`config.mk`:
```
export PLATFORM = sky130hd
export DESIGN_NAME = dwp_flash_port
export DESIGN_NICKNAME = d
export VERILOG_FILES = /design/src/logic/dwp_pkg.sv /design/src/logic/dwp_flash_port.sv /design/src/logic/dwp_pin_sync.sv
export VERILOG_INCLUDE_DIRS = /design/src /design/src/logic
export SDC_FILE = /design/constraint.sdc
export NUM_CORES = 1
export LEC_CHECK = 0
export BUFFER_PORTS_ARGS = -buffer_cell sky130_fd_sc_hd__buf_2
export CAP_MARGIN = 20
export CORE_UTILIZATION = 60
export CTS_CLUSTER_SIZE = 8
export DETAILED_ROUTE_END_ITERATION = 10
export GPL_ROUTABILITY_DRIVEN = 0
export GPL_TIMING_DRIVEN = 0
export PLACE_DENSITY_LB_ADDON = 0.15
export SYNTH_ARGS = -nofsm -noshare
export SYNTH_HDL_FRONTEND = slang
export SYNTH_SLANG_ARGS = --single-unit
```
`constraint.sdc`:
```
create_clock -name clk -period 6.1 [get_ports clk]
set_input_delay 0.305 -clock clk [delete_from_list [all_inputs] [get_ports clk]]
set_output_delay 0.305 -clock clk [all_outputs]
set_load 0.005 [all_outputs]
```
`src/logic/dwp_map.svh`:
```
`ifndef DWP_MAP_SVH
`define DWP_MAP_SVH

// debug-port register addresses
`define DWP_ADDR_CTL 8'h02
`define DWP_ADDR_DAT 8'hb4

// reset values
`define DWP_RST_ADDR 8'h00
`define DWP_RST_CTL 8'h00
`define DWP_RST_DAT 8'h00

// unlock codes, in the order written
`define DWP_UNLOCK_FIRST 8'h02
`define DWP_UNLOCK_SECOND 8'h01

// flash command codes
`define DWP_CMD_BLOCK_RD 8'h06
`define DWP_CMD_BLOCK_WR 8'h07
`define DWP_CMD_PAGE_ERASE 8'h08
`define DWP_CMD_DEV_ERASE 8'h03

// link instruction codes
`define DWP_INS_DATA_RD 2'h0
`define DWP_INS_DATA_WR 2'h1
`define DWP_INS_ADDR_RD 2'h2
`define DWP_INS_ADDR_WR 2'h3

// frame bit positions, counted in link clock rising edges
`define DWP_BIT_START 4'h0
`define DWP_BIT_INS0 4'h1
`define DWP_BIT_INS1 4'h2
`define DWP_BIT_DATA0 4'h3
`define DWP_BIT_DATA7 4'ha
`define DWP_BIT_STOP 4'hb

// timing
`define DWP_CLK_PERIOD_NS 100
`define DWP_TIMEOUT_NS 20000
`define DWP_TIMEOUT_CYC (`DWP_TIMEOUT_NS / `DWP_CLK_PERIOD_NS)

`endif

```
`src/logic/dwp_pkg.sv`:
```
package dwp_pkg;

    typedef enum logic [1:0] {
        dwp_locked,
        dwp_half,
        dwp_enabled
    } dwp_unlock_e;

    typedef struct packed {
        logic clk_s1;
        logic clk_s2;
        logic clk_s3;
        logic dat_s1;
        logic dat_s2;
    } dwp_sync_s;

    typedef struct packed {
        logic [3:0] bit_cnt;
        logic [1:0] ins;
        logic [7:0] in_shift;
        logic [7:0] out_shift;
        logic [7:0] idle_cnt;
        logic [7:0] addr_sel;
        logic [7:0] ctl;
        logic [7:0] dat;
        dwp_unlock_e unlock;
        logic cmd_phase;
        logic prog_en;
        logic pin_take;
        logic data_out;
        logic data_oe;
        logic cmd_strobe;
        logic [7:0] cmd;
        logic byte_strobe;
        logic [7:0] flash_byte;
    } dwp_state_s;

endpackage

```
`src/logic/dwp_flash_port.sv`:
```
`timescale 1ns/100ps
`include "dwp_map.svh"

// Summary of operation
// - control register at 0x02, resets zero
// - enable only after 0x02 then 0x01
// - programming stays enabled until system reset
// - data register at 0xb4, resets zero
// - commands 06 read, 07 write, 08/03 erase
// - pins taken over only while core halted
// - address register selects data read/write target
module dwp_flash_port
    import dwp_pkg::*;
(
    input wire logic clk, // system clock, 10 MHz
    input wire logic rst_n, // synchronous system reset, active low
    input wire logic ce, // clock enable, freezes state when low
    input wire logic core_halted, // core halted, same clock
    input wire logic debug_link_clock_pin, // link clock from host
    input wire logic debug_link_data_pin_in, // data pin level
    output logic debug_link_data_pin_out, // data pin drive value
    output logic debug_link_data_pin_oe, // data pin driven when high
    output logic pin_takeover, // debug port owns shared pins
    output logic prog_enabled, // flash programming unlocked
    output logic flash_cmd_strobe, // one-cycle valid command
    output logic [7:0] flash_cmd, // command code
    output logic flash_byte_strobe, // one-cycle address/data byte
    output logic [7:0] flash_byte, // address/data byte
    input wire logic flash_done, // flash finished current command
    input wire logic flash_rd_valid, // flash read byte valid
    input wire logic [7:0] flash_rd_byte // flash read byte
);

    ////////////////////////////////////////////////////////////////////////

    dwp_state_s r_reg;
    dwp_state_s r_next;
    logic data_lvl;
    logic clk_rise;
    logic clk_fall;
    logic [7:0] wbyte;
    logic [7:0] rbyte;

    dwp_pin_sync u_sync (
        .clk(clk),
        .rst_n(rst_n),
        .ce(ce),
        .clk_pin(debug_link_clock_pin),
        .data_pin(debug_link_data_pin_in),
        .data_lvl(data_lvl),
        .clk_rise(clk_rise),
        .clk_fall(clk_fall)
    );

    function automatic logic is_cmd(input logic [7:0] c);
        is_cmd = (c == `DWP_CMD_BLOCK_RD) || (c == `DWP_CMD_BLOCK_WR) ||
                 (c == `DWP_CMD_PAGE_ERASE) || (c == `DWP_CMD_DEV_ERASE);
    endfunction

    // unmapped addresses read as zero
    function automatic logic [7:0] read_mux(input dwp_state_s s);
        case (s.addr_sel)
            `DWP_ADDR_CTL: read_mux = s.ctl;
            `DWP_ADDR_DAT: read_mux = s.dat;
            default: read_mux = 8'h00;
        endcase
    endfunction

    ////////////////////////////////////////////////////////////////////////

    always_comb begin
        r_next = r_reg;
        r_next.cmd_strobe = 1'b0;
        r_next.byte_strobe = 1'b0;
        r_next.pin_take = core_halted;
        wbyte = {data_lvl, r_reg.in_shift[7:1]};
        rbyte = (r_reg.ins == `DWP_INS_ADDR_RD) ? r_reg.addr_sel : read_mux(r_reg);
        if (flash_done) begin
            r_next.cmd_phase = 1'b1;
        end
        // host writes below take priority over this load
        if (flash_rd_valid) begin
            r_next.dat = flash_rd_byte;
        end
        if (clk_rise) begin
            r_next.idle_cnt = 8'h00;
        end else if (r_reg.idle_cnt != 8'(`DWP_TIMEOUT_CYC)) begin
            r_next.idle_cnt = r_reg.idle_cnt + 8'h01;
        end
        // a rise after a long idle is the next start bit, so it must not be swallowed
        if (!core_halted || (r_reg.idle_cnt == 8'(`DWP_TIMEOUT_CYC) && !clk_rise)) begin
            // pins only borrowed while halted; stalled frame abandoned
            r_next.bit_cnt = `DWP_BIT_START;
            r_next.data_oe = 1'b0;
        end else if (clk_rise) begin
            r_next.bit_cnt = (r_reg.bit_cnt == `DWP_BIT_STOP) ? `DWP_BIT_START
                                                              : r_reg.bit_cnt + 4'h1;
            if (r_reg.bit_cnt == `DWP_BIT_INS0) begin
                r_next.ins[0] = data_lvl;
            end else if (r_reg.bit_cnt == `DWP_BIT_INS1) begin
                r_next.ins[1] = data_lvl;
            end else if (r_reg.bit_cnt >= `DWP_BIT_DATA0 &&
                         r_reg.bit_cnt <= `DWP_BIT_DATA7) begin
                r_next.in_shift = wbyte;
            end
            if (r_reg.bit_cnt == `DWP_BIT_DATA7) begin
                if (r_reg.ins == `DWP_INS_ADDR_WR) begin
                    r_next.addr_sel = wbyte;
                end else if (r_reg.ins == `DWP_INS_DATA_WR) begin
                    case (r_reg.addr_sel)
                        `DWP_ADDR_CTL: begin
                            r_next.ctl = wbyte;
                            case (r_reg.unlock)
                                dwp_enabled: r_next.unlock = dwp_enabled;
                                dwp_half: begin
                                    if (wbyte == `DWP_UNLOCK_SECOND) begin
                                        r_next.unlock = dwp_enabled;
                                    end else if (wbyte == `DWP_UNLOCK_FIRST) begin
                                        r_next.unlock = dwp_half;
                                    end else begin
                                        r_next.unlock = dwp_locked;
                                    end
                                end
                                default: begin
                                    r_next.unlock = (wbyte == `DWP_UNLOCK_FIRST) ? dwp_half
                                                                                  : dwp_locked;
                                end
                            endcase
                        end
                        `DWP_ADDR_DAT: begin
                            r_next.dat = wbyte;
                            if (r_reg.unlock == dwp_enabled) begin
                                if (r_reg.cmd_phase) begin
                                    // unknown codes dropped, port stays in command phase
                                    if (is_cmd(wbyte)) begin
                                        r_next.cmd_strobe = 1'b1;
                                        r_next.cmd = wbyte;
                                        r_next.cmd_phase = 1'b0;
                                    end
                                end else begin
                                    r_next.byte_strobe = 1'b1;
                                    r_next.flash_byte = wbyte;
                                end
                            end
                        end
                        default: begin
                        end
                    endcase
                end
            end
        end else if (clk_fall) begin
            // drive on falling edge so host samples a settled bit on rising
            if (r_reg.bit_cnt == `DWP_BIT_DATA0 && !r_reg.ins[0]) begin
                r_next.data_out = rbyte[0];
                r_next.out_shift = {1'b0, rbyte[7:1]};
                r_next.data_oe = 1'b1;
            end else if (r_reg.bit_cnt == `DWP_BIT_STOP) begin
                r_next.data_oe = 1'b0;
            end else if (r_reg.data_oe) begin
                r_next.data_out = r_reg.out_shift[0];
                r_next.out_shift = {1'b0, r_reg.out_shift[7:1]};
            end
        end
        r_next.prog_en = (r_next.unlock == dwp_enabled);
    end

    always_ff @(posedge clk) begin
        if (!rst_n) begin
            r_reg <= '0;
            r_reg.addr_sel <= `DWP_RST_ADDR;
            r_reg.ctl <= `DWP_RST_CTL;
            r_reg.dat <= `DWP_RST_DAT;
            r_reg.unlock <= dwp_locked;
            r_reg.cmd_phase <= 1'b1;
        end else if (ce) begin
            r_reg <= r_next;
        end
    end

    assign debug_link_data_pin_out = r_reg.data_out;
    assign debug_link_data_pin_oe = r_reg.data_oe;
    assign pin_takeover = r_reg.pin_take;
    assign prog_enabled = r_reg.prog_en;
    assign flash_cmd_strobe = r_reg.cmd_strobe;
    assign flash_cmd = r_reg.cmd;
    assign flash_byte_strobe = r_reg.byte_strobe;
    assign flash_byte = r_reg.flash_byte;
endmodule

```
`src/logic/dwp_pin_sync.sv`:
```
`timescale 1ns/100ps

module dwp_pin_sync
    import dwp_pkg::*;
(
    input wire logic clk, // system clock
    input wire logic rst_n, // synchronous reset, active low
    input wire logic ce, // clock enable
    input wire logic clk_pin, // raw link clock pin
    input wire logic data_pin, // raw link data pin
    output logic data_lvl, // synchronised data level
    output logic clk_rise, // link clock rising edge seen
    output logic clk_fall // link clock falling edge seen
);

    dwp_sync_s s_reg;
    dwp_sync_s s_next;

    always_comb begin
        s_next = s_reg;
        s_next.clk_s1 = clk_pin;
        s_next.clk_s2 = s_reg.clk_s1;
        s_next.clk_s3 = s_reg.clk_s2;
        s_next.dat_s1 = data_pin;
        s_next.dat_s2 = s_reg.dat_s1;
    end

    always_ff @(posedge clk) begin
        if (!rst_n) begin
            s_reg <= '0;
            // link clock idles high: reset to that level so no false rise follows
            s_reg.clk_s1 <= 1'b1;
            s_reg.clk_s2 <= 1'b1;
            s_reg.clk_s3 <= 1'b1;
        end else if (ce) begin
            s_reg <= s_next;
        end
    end

    // only second and later stages are looked at
    assign data_lvl = s_reg.dat_s2;
    assign clk_rise = s_reg.clk_s2 & ~s_reg.clk_s3;
    assign clk_fall = ~s_reg.clk_s2 & s_reg.clk_s3;

endmodule

```
After elaboration in Yosys (flattened, before gate mapping)
Index checks and enable logic that the tools add are counted.
{"block": "totals", "reg_bits": 84, "latchBits": 0, "ramBits": 0, "mem_bits_ro": 0, "in_bits": 16, "output_inout_bits": 22, "elab_cells": 136, "mem_count": 0}
{"block": "op_classes", "n_addsub": 2, "n_mul": 0, "div": 0, "magnitude_cmp": 2, "eq_ne": 23, "n_shift": 0, "mux": 49, "bitwise_logic": 10, "n_reduce_logical": 26}
{"cell": "2-to-1 mux 18 bit", "count": 7}
{"cell": "2-to-1 mux 8 bit", "count": 11}
{"cell": "2-to-1 mux 11 bit", "count": 5}
{"cell": "2-to-1 mux 9 bit", "count": 3}
{"cell": "== test 8 x 2 -> 1 bit, second input constant", "count": 3}
{"cell": "== test 8 x 3 -> 1 bit, second input constant", "count": 2}
{"cell": "== test 8 bit, second input constant", "count": 2}
{"cell": "one-hot mux 8 bit (2 select lines)", "count": 1}
{"cell": "2-to-1 mux 1 bit", "count": 15}
{"cell": "2-to-1 mux 14 bit", "count": 1}
{"cell": "AND reduction 6 bit", "count": 2}
{"cell": "AND reduction 10 bit", "count": 1}
{"cell": "AND reduction 5 bit", "count": 2}
{"cell": "AND reduction 9 bit", "count": 1}
{"cell": "adder 8 x 1 -> 8 bit, second input constant", "count": 1}
{"cell": "== test 2 bit, second input constant", "count": 4}
{"cell": "== test 4 x 2 -> 1 bit, second input constant", "count": 2}
{"cell": "== test 4 bit, second input constant", "count": 2}
{"cell": "== test 8 x 1 -> 1 bit, second input constant", "count": 1}
{"cell": "== test 8 x 4 -> 1 bit, second input constant", "count": 1}
{"cell": "2-to-1 mux 4 bit", "count": 2}
{"cell": "!= test 8 bit, second input constant", "count": 1}
{"cell": "inverter 1 bit", "count": 8}
{"cell": "AND reduction 4 bit", "count": 2}
{"cell": "16 further kinds", "count": 32}

Logic depth before layout (Yosys ltp)
Gate-level depths: netlist (run 1).
{"block": "depth", "word_depth": 14, "ltp_mapped": 8, "depth_no_buf": 7}

Cells and area by module
Synthesis (run 1) repeated with hierarchy kept, for this count alone.
{"block": "hier_totals", "hier_cells": 465, "hier_area_um2": 4125.2}
{"module": "dwp_flash_port", "n_inst": 1, "cells_per_inst": 447, "area_per_inst_um2": 3927.5, "seq_area_each_um2": 1541.5}
{"module": "dwp_pin_sync", "n_inst": 1, "cells_per_inst": 18, "area_per_inst_um2": 197.7, "seq_area_each_um2": 100.1}

Worst setup path before layout (run 1)
No wires, ideal clock.
{"block": "synth_timing", "kind": "reg2reg", "start": "register r_reg[41] (netlist bit)", "end": "register r_reg[23] (netlist bit)", "setup_ns": 0.071, "arrival_time_ns": 2.184, "required_time_ns": 6.029, "slack_ns": 3.845, "path_stages_with_launch": 6, "path_buffers": 0, "synth_period_minus_slack_ns": 2.255, "cell_sequence": "dfxtp_1 > or3_4 > or3_4 > or4_4 > or4_1 > a21oi_1"}
{"block": "synth_via", "elab_chain_cells": 7}
{"item": "start: declaration", "line_no": "dwp_flash_port.sv:36", "source": "dwp_state_s r_reg;"}
{"item": "start signal: assignment", "line_no": "dwp_flash_port.sv:176", "source": "r_reg <= r_next;"}
{"item": "== test 8 x 2 -> 1 bit", "line_no": "dwp_flash_port.sv:110", "source": "case (r_reg.addr_sel)"}
{"item": "2-to-1 mux 2 bit", "line_no": "dwp_flash_port.sv:110"}
{"item": "2-to-1 mux 11 bit", "line_no": "dwp_flash_port.sv:109", "source": "end else if (r_reg.ins == `DWP_INS_DATA_WR) begin"}
{"item": "2-to-1 mux 11 bit", "line_no": "dwp_flash_port.sv:107", "source": "if (r_reg.ins == `DWP_INS_ADDR_WR) begin"}
{"item": "2-to-1 mux 11 bit", "line_no": "dwp_flash_port.sv:106", "source": "if (r_reg.bit_cnt == `DWP_BIT_DATA7) begin"}
{"item": "2-to-1 mux 11 bit", "line_no": "dwp_flash_port.sv:95", "source": "end else if (clk_rise) begin"}
{"item": "2-to-1 mux 11 bit", "line_no": "dwp_flash_port.sv:91", "source": "if (!core_halted || (r_reg.idle_cnt == 8'(`DWP_TIMEOUT_CYC) && !clk_rise)) begin"}
Every way passes these cells.
A chain may end at the register's enable or synchronous reset.

Worst setup path after layout (run 1)
{"block": "layout_timing", "start": "register u_sync.s_reg, in the netlist u_sync.data_lvl", "end": "register r_reg, in the netlist flash_cmd[6]"}
{"block": "layout_via", "elab_chain_cells": 5, "elab_cells_between_ends": 8, "classes_between": "eq/ne (4); reduce/logical (4)"}
{"item": "start: declaration", "line_no": "dwp_pin_sync.sv:16", "source": "dwp_sync_s s_reg;"}
{"item": "start signal: assignment", "line_no": "dwp_pin_sync.sv:36", "source": "s_reg <= s_next;"}
{"item": "== test 8 x 3 -> 1 bit (no line)"}
{"item": "logical OR 1 bit (2 in series)", "line_no": "dwp_flash_port.sv:56", "source": "is_cmd = (c == `DWP_CMD_BLOCK_RD) || (c == `DWP_CMD_BLOCK_WR) ||"}
{"item": "logical OR 1 bit (*)", "line_no": "dwp_flash_port.sv:56"}
{"item": "AND reduction 10 bit (no line) (*)"}
Every way passes the cells marked *; elsewhere a longest branch is shown, timed or not.

==> reports/qor.txt, run 1 <==
Die ar. -> 6920 um^2
slew margin rel. -> 0.377
Hold Path Cell Cnt -> 3
Antenna Nets Post-Route -> 0
initial antenna violation count -> 0
Reg clk slew, reported paths -> 0.09 ns
Crit Path Category -> register to register
Hold Crit Start -> debug_link_clock_pin
# diodes -> 0
TritonCTS buffer count -> 9
power density over the cells -> 246 nW/um^2
Pre-Repair DR Iteration Count -> 5
via count -> 3583
Slew Limit Fails -> 0
Cells after Synth -> 463
Most used DFF post-synth -> dfxtp_1
Yosys reg bits -> 82
syn_area_per_cell -> 8.54 um^2
Final min period -> 2.76 ns
Critical Path AT -> 3.02 ns
maxcap violations -> 0
run status -> completed
worst-margin pin slew -> 0.933 ns
Die W -> 83.2 um
FF-to-FF Start -> u_sync.data_lvl
Synth-to-Final Area Change -> 13.3%
CP Capture Type -> register
Seq/Total Area, Yosys -> 0.415
Pleak -> 1.82 nW
Fillers -> 502
IR drop worst, VDD -> 159 uV
synthesized net count -> 486
wire per inst -> 16.5 um
Worst Path Max Fanout -> 9
worst r2r dst -> flash_cmd[6]
vias per std cell -> 6.07
YS warnings -> 0
top-area cell type share of the netlist area -> 0.415
GRT Util Overall -> 0.283
vias in the first global route -> 3094
setup TNS -> 0 ns
Final Cycle Share -> 0.453
DRC errors left -> 0
# rows -> 29
fmax -> 362 MHz
Post-Syn Area -> 3950 um^2
Nets -> 531
Core Region -> 6350 um^2
Root Driver -> clkbuf_8
fraction of registers with async set/reset -> 0
Req. time, crit path -> 6.35 ns
reg2reg path depth -> 6
Post-CTS Setup Inserts -> 0
Hold Slack -> 0.162 ns
Yosys top cell by area -> dfxtp_1
largest net degree at the start of global routing -> 15
crit start category -> register
global-route wire length before repair -> 15600 um
I/O pins -> 38
Routed WL -> 9730 um
Post-synth EDFFs -> 0
worst skew pair latency -> 0.36 ns
buffers added on ports -> 34
RSZ-0062 raised after global routing -> false
share of layout cells above drive strength 1 -> 0.152
commonest non-fill, non-tap cell in the layout -> dfxtp_1
detailed router's first-iteration violation count -> 418
Hold Path End -> u_sync.s_next[3]
Initial Utilization -> 0.622
post-layout util -> 0.705
most frequent cells in the layout -> dfxtp_1 (82), nor2_1 (66), mux2i_1 (45)
DP HPWL -> 6640 um
reg2reg setup slack -> 3.34 ns
Clock Skew -> 0.0121 ns
CTS Buffer Depth -> 2
setup violators final -> 0
H-tree Lvls -> 3
Die Height -> 83.2 um
clock sinks -> 82
CTS Hold Bufs -> 0
final hold vios -> 0
Largest register FFs -> 55
post_cts resized -> 0
CTS tree -> built
Distinct cells, synth -> 55
synth top area cells -> dfxtp_1 (42%), mux2i_1 (11%), nor2_1 (6.3%)
HP Class -> input pin to register
grt ovf -> 0
[cell type report]
cell class | instances | area (um^2) | area share
Inverter | 20 | 75.1 | 0.0168
Multi-Input combinational cell | 317 | 2010 | 0.448
Buffer | 44 | 229 | 0.0511
Sequential cell | 82 | 1640 | 0.367
Tap cell | 77 | 96.3 | 0.0215
Timing Repair Buffer | 34 | 170 | 0.0380
Clock buffer | 11 | 151 | 0.0338
Clock inverter | 5 | 108 | 0.0240
[logic make-up (layout without fill, tap and decap cells)]
family,count (synthesis),in the layout,share of synthesized area
and+or+nand+nor,160,160,0.198
AOI/OAI and AO/OA,102,102,0.167
DFF,82,82,0.415
buffers and inverters,64,114,0.0769
muxes,45,45,0.114
adders and majority gates,7,7,0.0222
xor gates and xnor gates,3,3,0.00665
[cells in the mapped netlist (2+ instances only)]
master / instances
a21oi_1: 32
a221o_1: 8
a31oi_1: 9
a32oi_1: 7
and2_1: 6
and3_1: 2
buf_2: 3
buf_4: 16
clkbuf_1: 24
dfxtp_1: 82
ha_1: 7
inv_1: 18
mux2i_1: 45
nand2_1: 38
nand3_1: 9
nand3b_1: 2
nand4_1: 4
nand4b_1: 3
nor2_1: 66
nor2b_1: 2
nor3_1: 2
nor4_1: 4
o211ai_1: 2
o21a_1: 8
o21ai_0: 23
o22ai_1: 2
or3_1: 4
or3_4: 2
or3b_2: 2
or4_1: 5
xor2_1: 2
[power by group]
group | internal [W] | total, W | switching (W)
clock network | 0.000297 | 0.000505 | 0.000208
logic | 0.0000155 | 0.0000480 | 0.0000325
registers | 0.000541 | 0.000547 | 0.00000552
[metrics by stage]
step	instances	cell area (um^2)	total power [W]	setup WS, ns
floorplan	463	3950	0.000587	3.85
global placement	574	4220	0.000604	3.50
detailed placement	574	4220	0.000606	3.41
CTS	590	4480	0.00110	3.39
global route	590	4480	0.00113	3.24
finish	590	4480	0.00110	3.34
[metal layers]
layer / vias up / wire [um] / global-route usage
met5: - / 0 / 0
met4: 0 / 206 / 0.100
met3: 20 / 669 / 0.0477
met2: 165 / 4520 / 0.441
met1: 1684 / 4340 / 0.396
li1: 1714 / - / -
[worst max path at each step]
| stage | from | end | slack (ns) | cells past startpoint |
|---|---|---|---|---|
| 6_report | u_sync.data_lvl | flash_cmd[6] | 3.34 | 6 |
| 5_1_grt | u_sync.data_lvl | flash_cmd[6] | 3.24 | 6 |
| 4_1_cts | u_sync.data_lvl | flash_cmd[6] | 3.39 | 6 |
| 3_5_place_dp | u_sync.data_lvl | flash_cmd[6] | 3.41 | 6 |
| 3_3_place_gp | u_sync.data_lvl | flash_cmd[5] | 3.50 | 6 |
| 2_1_floorplan | r_reg[41] | r_reg[23] | 3.85 | 5 |
[worst max-delay path, cell delays in order (launching register included)]
cell and delay [ns]:
dfxtp_1 0.30, buf_2 0.18, nor4_1 0.77, nand2_1 0.17, a2111oi_2 0.83, nor2_1 0.18, and2_1 0.23
Note: power is estimated with default switching activity, not from simulation.
==> inputs of run 2 (changes only) <==
CORE_UTILIZATION = 53   (was 60)
clock period = 2.4 ns   (was 6.1 ns; I/O delays follow)
==> reports/qor.txt, run 2 (synthesis results as in run 1) <==
Hold Path End -> u_sync.s_next[0] (was u_sync.s_next[3])
post-layout util -> 0.622 (was 0.705)
grt ovf -> 0 (unchanged)
Core Region -> 7210 um^2 (was 6350 um^2)
setup TNS -> 0 ns (unchanged)
Synth-to-Final Area Change -> 13.5% (was 13.3%)
Die Height -> 88.4 um (was 83.2 um)
Clock Skew -> 0.00834 ns (was 0.0121 ns)
most frequent cells in the layout -> dfxtp_1 (81), nor2_1 (65), mux2i_1 (45) (was dfxtp_1 (82), nor2_1 (66), mux2i_1 (45))
Initial Utilization -> 0.548 (was 0.622)
Largest register FFs -> 55 (unchanged)
Hold Crit Start -> debug_link_data_pin_in (was debug_link_clock_pin)
met1 WL -> 4380 um (was 4340 um)
# diodes -> 0 (unchanged)
proportion of power drawn by combinational gates -> 0.049 (was 0.044)
Nets -> 533 (was 531)
P_sw -> 0.000603 W (was 0.000246 W)
clock power share -> 0.394 (was 0.459)
Routed WL -> 9660 um (was 9730 um)
CP Capture Type -> register (unchanged)
vias in the first global route -> 3209 (was 3094)
dpl cells -> 596 (was 574)
worst-margin pin slew -> 0.844 ns (was 0.933 ns)
Root Driver -> clkbuf_8 (unchanged)
CP cell instances -> or4b_2 > or4_4 > or4_1 > a21oi_1 (was buf_2 > nor4_1 > nand2_1 > a2111oi_2 > nor2_1 > and2_1)
share of layout cells above drive strength 1 -> 0.163 (was 0.152)
Tot Pwr -> 0.00250 W (was 0.00110 W)
power density over the cells -> 556 nW/um^2 (was 246 nW/um^2)
metal3 WL -> 527 um (was 669 um)
buffers added on ports -> 34 (unchanged)
TritonCTS buffer count -> 9 (unchanged)
Reg clk slew, reported paths -> 0.09 ns (about the same)
Int Power -> 0.00189 W (was 0.000854 W)
final hold vios -> 0 (unchanged)
DP HPWL -> 6900 um (was 6640 um)
CP peak stage delay -> 0.74 ns (was 0.83 ns)
fmax -> 429 MHz (was 362 MHz)
Critical Path AT -> 2.62 ns (was 3.02 ns)
IR drop worst, VDD -> 301 uV (was 159 uV)
Req. time, crit path -> 2.69 ns (was 6.35 ns)
Pleak -> 1.81 nW (was 1.82 nW)
CTS Buffer Depth -> 2 (unchanged)
global-route wire length before repair -> 15500 um (was 15600 um)
wire per inst -> 15.7 um (was 16.5 um)
Hold Path Cell Cnt -> 3 (unchanged)
Sw Ratio -> 0.241 (was 0.223)
fin cells -> 614 (was 590)
top layer in use -> met4 (unchanged)
worst skew pair latency -> 0.36 ns (about the same)
reg2reg path depth -> 4 (was 6)
clock sinks -> 82 (unchanged)
Hold Slack -> 0.0303 ns (was 0.162 ns)
commonest non-fill, non-tap cell in the layout -> dfxtp_1 (unchanged)
I/O pins -> 38 (unchanged)
family with the most delay on the worst path -> simple AND/OR/NAND/NOR gates (unchanged)
detailed router's first-iteration violation count -> 265 (was 418)
slew margin rel. -> 0.435 (was 0.377)
Final min period -> 2.33 ns (was 2.76 ns)
DRC errors left -> 0 (unchanged)
# rows -> 31 (was 29)
HP Class -> input pin to register (unchanged)
crit path max-delay cell type -> or4b_2 (was a2111oi_2)
Buffers & Inverters on Critical Path -> 0 (was 1)
Die W -> 88.4 um (was 83.2 um)
CTS tree -> built (unchanged)
Final Cycle Share -> 0.972 (was 0.453)
Slew Limit Fails -> 0 (unchanged)
vias per std cell -> 5.71 (was 6.07)
Crit Path Category -> register to register (unchanged)
reg2reg setup slack -> 0.07 ns (was 3.34 ns)
GRT Util Overall -> 0.262 (was 0.283)
worst r2r dst -> r_reg[23] (was flash_cmd[6])
run status -> completed (unchanged)
Seq pwr share -> 0.556 (was 0.497)
crit start category -> register (unchanged)
largest net degree at the start of global routing -> 15 (unchanged)
Worst Path Max Fanout -> 4 (was 9)
met2 WL post-DR -> 4450 um (was 4520 um)
via count -> 3504 (was 3583)
Pre-Repair DR Iteration Count -> 5 (unchanged)
setup violators final -> 0 (unchanged)
Die ar. -> 7810 um^2 (was 6920 um^2)
Antenna Nets Post-Route -> 0 (unchanged)
H-tree Lvls -> 3 (unchanged)
FF-to-FF Start -> r_reg[43] (was u_sync.data_lvl)
maxcap violations -> 0 (unchanged)
initial antenna violation count -> 0 (unchanged)
## run 2: cell count changes in the layout (fill, tap and decap cells not counted), moves of 2 or more
| cell | change |
|---|---|
| buf_4 | +2 |
| bufinv_16 | -2 |
| clkbuf_1 | -2 |
| clkbuf_8 | -2 |
| clkinv_2 | +3 |
| clkinv_4 | +2 |
| inv_6 | -2 |
## run 2: final cells by class
class | instances | area (um^2)
fill | 676 | 2730
multi-input combinational | 317 | 2030
sequential | 82 | 1640
buffer | 43 | 229
timing repair buffer | 37 | 195
clock buffer | 9 | 124
tap | 99 | 124
inverter | 20 | 75.1
clock inverter | 7 | 70.1
## run 2: per-stage QoR
stage | setup slack, ns | area, um^2
finish | 0.0682 | 4490
global route | -0.0143 | 4490
CTS | 0.00817 | 4470
detailed placement | -0.196 | 4250
global placement | -0.174 | 4250
floorplan | 0.145 | 3950
## run 2: power groups by stage
stage               clock network (W)   logic, W  registers (W)
floorplan                           0  0.0000775        0.00142
global placement                    0   0.000117        0.00142
detailed placement                  0   0.000120        0.00142
CTS                           0.00100   0.000122        0.00139
global route                  0.00106   0.000136        0.00139
finish                       0.000985   0.000123        0.00139
## run 2: metal layers
metal,vias up,track usage
li1,1720,-
met3,24,0.0326
met1,1642,0.347
met2,118,0.416
met5,-,0
met4,0,0.142
## run 2: what timing repair did
action | 4_1_cts | 5_1_grt
buffers inserted | 1 | 1
setup endpoints to repair | 21 | 9
hold buffers | 1 | 0
gates resized for setup | 4 | 2
pin swaps | 1 | 3
hold endpoints to repair | 1 | 0
## run 2: worst max-delay path by stage
stage / startpoint / end / slack [ns] / cells after the start
finish: r_reg[43] / r_reg[23] / 0.07 / 4
global route: r_reg[76] / r_reg[62] / -0.01 / 7
CTS: u_sync.data_lvl / flash_cmd[6] / 0.008 / 6
detailed placement: u_sync.data_lvl / flash_cmd[6] / -0.20 / 6
global placement: u_sync.data_lvl / flash_cmd[5] / -0.17 / 6
floorplan: r_reg[41] / r_reg[23] / 0.15 / 5
## run 2: worst min-delay path, stage by stage
cell and delay (ns):
buf_2 0.08, mux2i_1 0.07, nor2_1 0.08
==> inputs of run 3 (changes only) <==
RECOVER_POWER = 100   (was default)
clock period = 1.9 ns   (was 2.4 ns; I/O delays follow)
==> reports/qor.txt, run 3 (synthesis results as in run 1) <==
global-route wire length before repair -> 16000 um (was 15500 um)
crit start category -> register (unchanged)
Hold Path Cell Cnt -> 5 (was 3)
slew margin rel. -> 0.537 (was 0.435)
Seq. cell area -> 1650 um^2 (was 1640 um^2)
via count -> 3697 (was 3504)
most frequent cells in the layout -> dfxtp_1 (73), nor2_1 (63), mux2i_1 (43) (was dfxtp_1 (81), nor2_1 (65), mux2i_1 (45))
commonest non-fill, non-tap cell in the layout -> dfxtp_1 (unchanged)
Initial Utilization -> 0.548 (unchanged)
worst skew pair latency -> 0.38 ns (was 0.36 ns)
post-layout util -> 0.683 (was 0.622)
Pre-Repair DR Iteration Count -> 5 (unchanged)
HP Class -> input pin to register (unchanged)
FF-to-FF Start -> r_reg[41] (was r_reg[43])
run status -> complete, but fails checks (was completed)
DP Area -> 4280 um^2 (was 4250 um^2)
family with the most delay on the worst path -> simple AND/OR/NAND/NOR gates (unchanged)
detailed router's first-iteration violation count -> 392 (was 265)
metal3 WL -> 724 um (was 527 um)
Root Driver -> clkbuf_8 (unchanged)
DRC errors left -> 0 (unchanged)
Seq pwr share -> 0.535 (was 0.556)
buffers added on ports -> 34 (unchanged)
I/O pins -> 38 (unchanged)
Crit Path Category -> register to register (unchanged)
H-tree Lvls -> 3 (unchanged)
grt ovf -> 0 (unchanged)
reg2reg setup slack -> -0.30 ns (was 0.07 ns)
CP cell instances -> or3_4 > or3_4 > or4_4 > or4_4 > a21oi_2 (was or4b_2 > or4_4 > or4_1 > a21oi_1)
CP peak stage delay -> 0.45 ns (was 0.74 ns)
met1 WL -> 4730 um (was 4380 um)
Worst Path Max Fanout -> 3 (was 4)
Slew Limit Fails -> 0 (unchanged)
setup violators final -> 42 (was 0)
Core Region -> 7210 um^2 (unchanged)
Nets -> 549 (was 533)
Final min period -> 2.20 ns (was 2.33 ns)
largest net degree at the start of global routing -> 17 (was 15)
Buffers & Inverters on Critical Path -> 0 (unchanged)
clock sinks -> 82 (unchanged)
power density over the cells -> 666 nW/um^2 (was 556 nW/um^2)
worst r2r dst -> r_reg[23] (unchanged)
footprint of the multi-input gates -> 2250 um^2 (was 2030 um^2)
# rows -> 31 (unchanged)
CTS tree -> built (unchanged)
IR drop worst, VDD -> 470 uV (was 301 uV)
CP Capture Type -> register (unchanged)
DP HPWL -> 6940 um (was 6900 um)
Die Height -> 88.4 um (unchanged)
Critical Path AT -> 2.51 ns (was 2.62 ns)
Routed WL -> 11000 um (was 9660 um)
Pleak -> 1.97 nW (was 1.81 nW)
Req. time, crit path -> 2.21 ns (was 2.69 ns)
Int Power -> 0.00243 W (was 0.00189 W)
top layer in use -> met4 (unchanged)
Antenna Nets Post-Route -> 0 (unchanged)
wire per inst -> 17.5 um (was 15.7 um)
met2 WL post-DR -> 5200 um (was 4450 um)
worst-margin pin slew -> 0.688 ns (was 0.844 ns)
Largest register FFs -> 55 (unchanged)
crit path max-delay cell type -> or4_4 (was or4b_2)
Final Cycle Share -> 1.16 (was 0.972)
Clock Skew -> 0.00752 ns (was 0.00834 ns)
failing checks -> setup timing
vias per std cell -> 5.87 (was 5.71)
Sw Ratio -> 0.260 (was 0.241)
Hold Crit Start -> flash_rd_byte[0] (was debug_link_data_pin_in)
final hold vios -> 0 (unchanged)
Reg clk slew, reported paths -> 0.09 ns (about the same)
vias in the first global route -> 3229 (was 3209)
reg2reg path depth -> 5 (was 4)
Worst Slack Setup Final -> -0.299 ns (was 0.0682 ns)
fmax -> 455 MHz (was 429 MHz)
GRT Util Overall -> 0.275 (was 0.262)
Hold Path End -> r_reg[25] (was u_sync.s_next[0])
Die ar. -> 7810 um^2 (unchanged)
proportion of power drawn by combinational gates -> 0.052 (was 0.049)
cell area after layout -> 4930 um^2 (was 4490 um^2)
CTS Buffer Depth -> 2 (unchanged)
TritonCTS buffer count -> 9 (unchanged)
RSZ-0062 raised after global routing -> true
Die W -> 88.4 um (unchanged)
# diodes -> 0 (unchanged)
share of layout cells above drive strength 1 -> 0.256 (was 0.163)
clock power share -> 0.412 (was 0.394)
Fillers -> 601 (was 676)
P_sw -> 0.000854 W (was 0.000603 W)
initial antenna violation count -> 0 (unchanged)
Synth-to-Final Area Change -> 24.7% (was 13.5%)
maxcap violations -> 0 (unchanged)
-- run 3: changes by cell type in the layout (fill, tap and decap cells not counted), sizes merged --
cell / delta
clkbuf: +18
dlygate4sd3: +2
inv: +5
clkinvlp: -1
clkinv: -4
buf: -4
-- run 3: layer usage --
layer,GRT usage,up-vias
met5,0,-
met4,0.0968,0
met3,0.0644,40
met2,0.451,170
met1,0.355,1737
li1,-,1750
-- run 3: timing repair --
action,in CTS,in global routing
hold endpoints to repair,3,0
cloned,1,0
buffers inserted,7,12
hold buffers,3,0
gates resized for setup,36,45
pin swaps,13,21
endpoints found under the setup margin,62,62
-- run 3: final cells by class --
type | instances | share of cell area
Multi-Input combinational cell | 317 | 0.457
Sequential cell | 82 | 0.335
Timing Repair Buffer | 57 | 0.0774
Buffer | 39 | 0.0477
Clock buffer | 9 | 0.0251
Tap cell | 99 | 0.0251
Clock inverter | 7 | 0.0168
Inverter | 20 | 0.0152
-- run 3: how the worst max path moves through the flow --
stage | start | endpoint | slack [ns] | cells after the start
2_1_floorplan | r_reg[47] | r_reg[23] | -0.20 | 5
3_3_place_gp | r_reg[43] | prog_enabled | -0.34 | 5
3_5_place_dp | r_reg[78] | r_reg[23] | -0.35 | 6
4_1_cts | r_reg[41] | r_reg[23] | -0.27 | 5
5_1_grt | r_reg[41] | r_reg[23] | -0.34 | 5
6_report | r_reg[41] | r_reg[23] | -0.30 | 5
-- run 3: power groups by stage --
stage	sequential, W	combinational [W]	clock, W
floorplan	0.00179	0.0000986	0
global placement	0.00179	0.000150	0
detailed placement	0.00179	0.000153	0
CTS	0.00175	0.000160	0.00136
global route	0.00176	0.000186	0.00142
finish	0.00176	0.000172	0.00135
-- run 3: per-stage QoR --
| step | hold slack [ns] | instances | power, W | setup TNS [ns] | setup slack (ns) |
|---|---|---|---|---|---|
| 2_1_floorplan | 0.223 | 463 | 0.00189 | -1.70 | -0.203 |
| 6_report | 0.0890 | 630 | 0.00328 | -6.50 | -0.299 |
| 4_1_cts | 0.0879 | 620 | 0.00328 | -5.15 | -0.272 |
| 5_1_grt | 0.109 | 630 | 0.00337 | -9.36 | -0.342 |
| 3_3_place_gp | 0.313 | 596 | 0.00194 | -11.59 | -0.336 |
| 3_5_place_dp | 0.332 | 596 | 0.00195 | -13.68 | -0.352 |
-- run 3: worst reg2reg max path: stages, from the launching register on --
cell and delay, ns:
dfxtp_2 0.33, or3_4 0.40, or3_4 0.41, or4_4 0.45, or4_4 0.43, a21oi_2 0.12
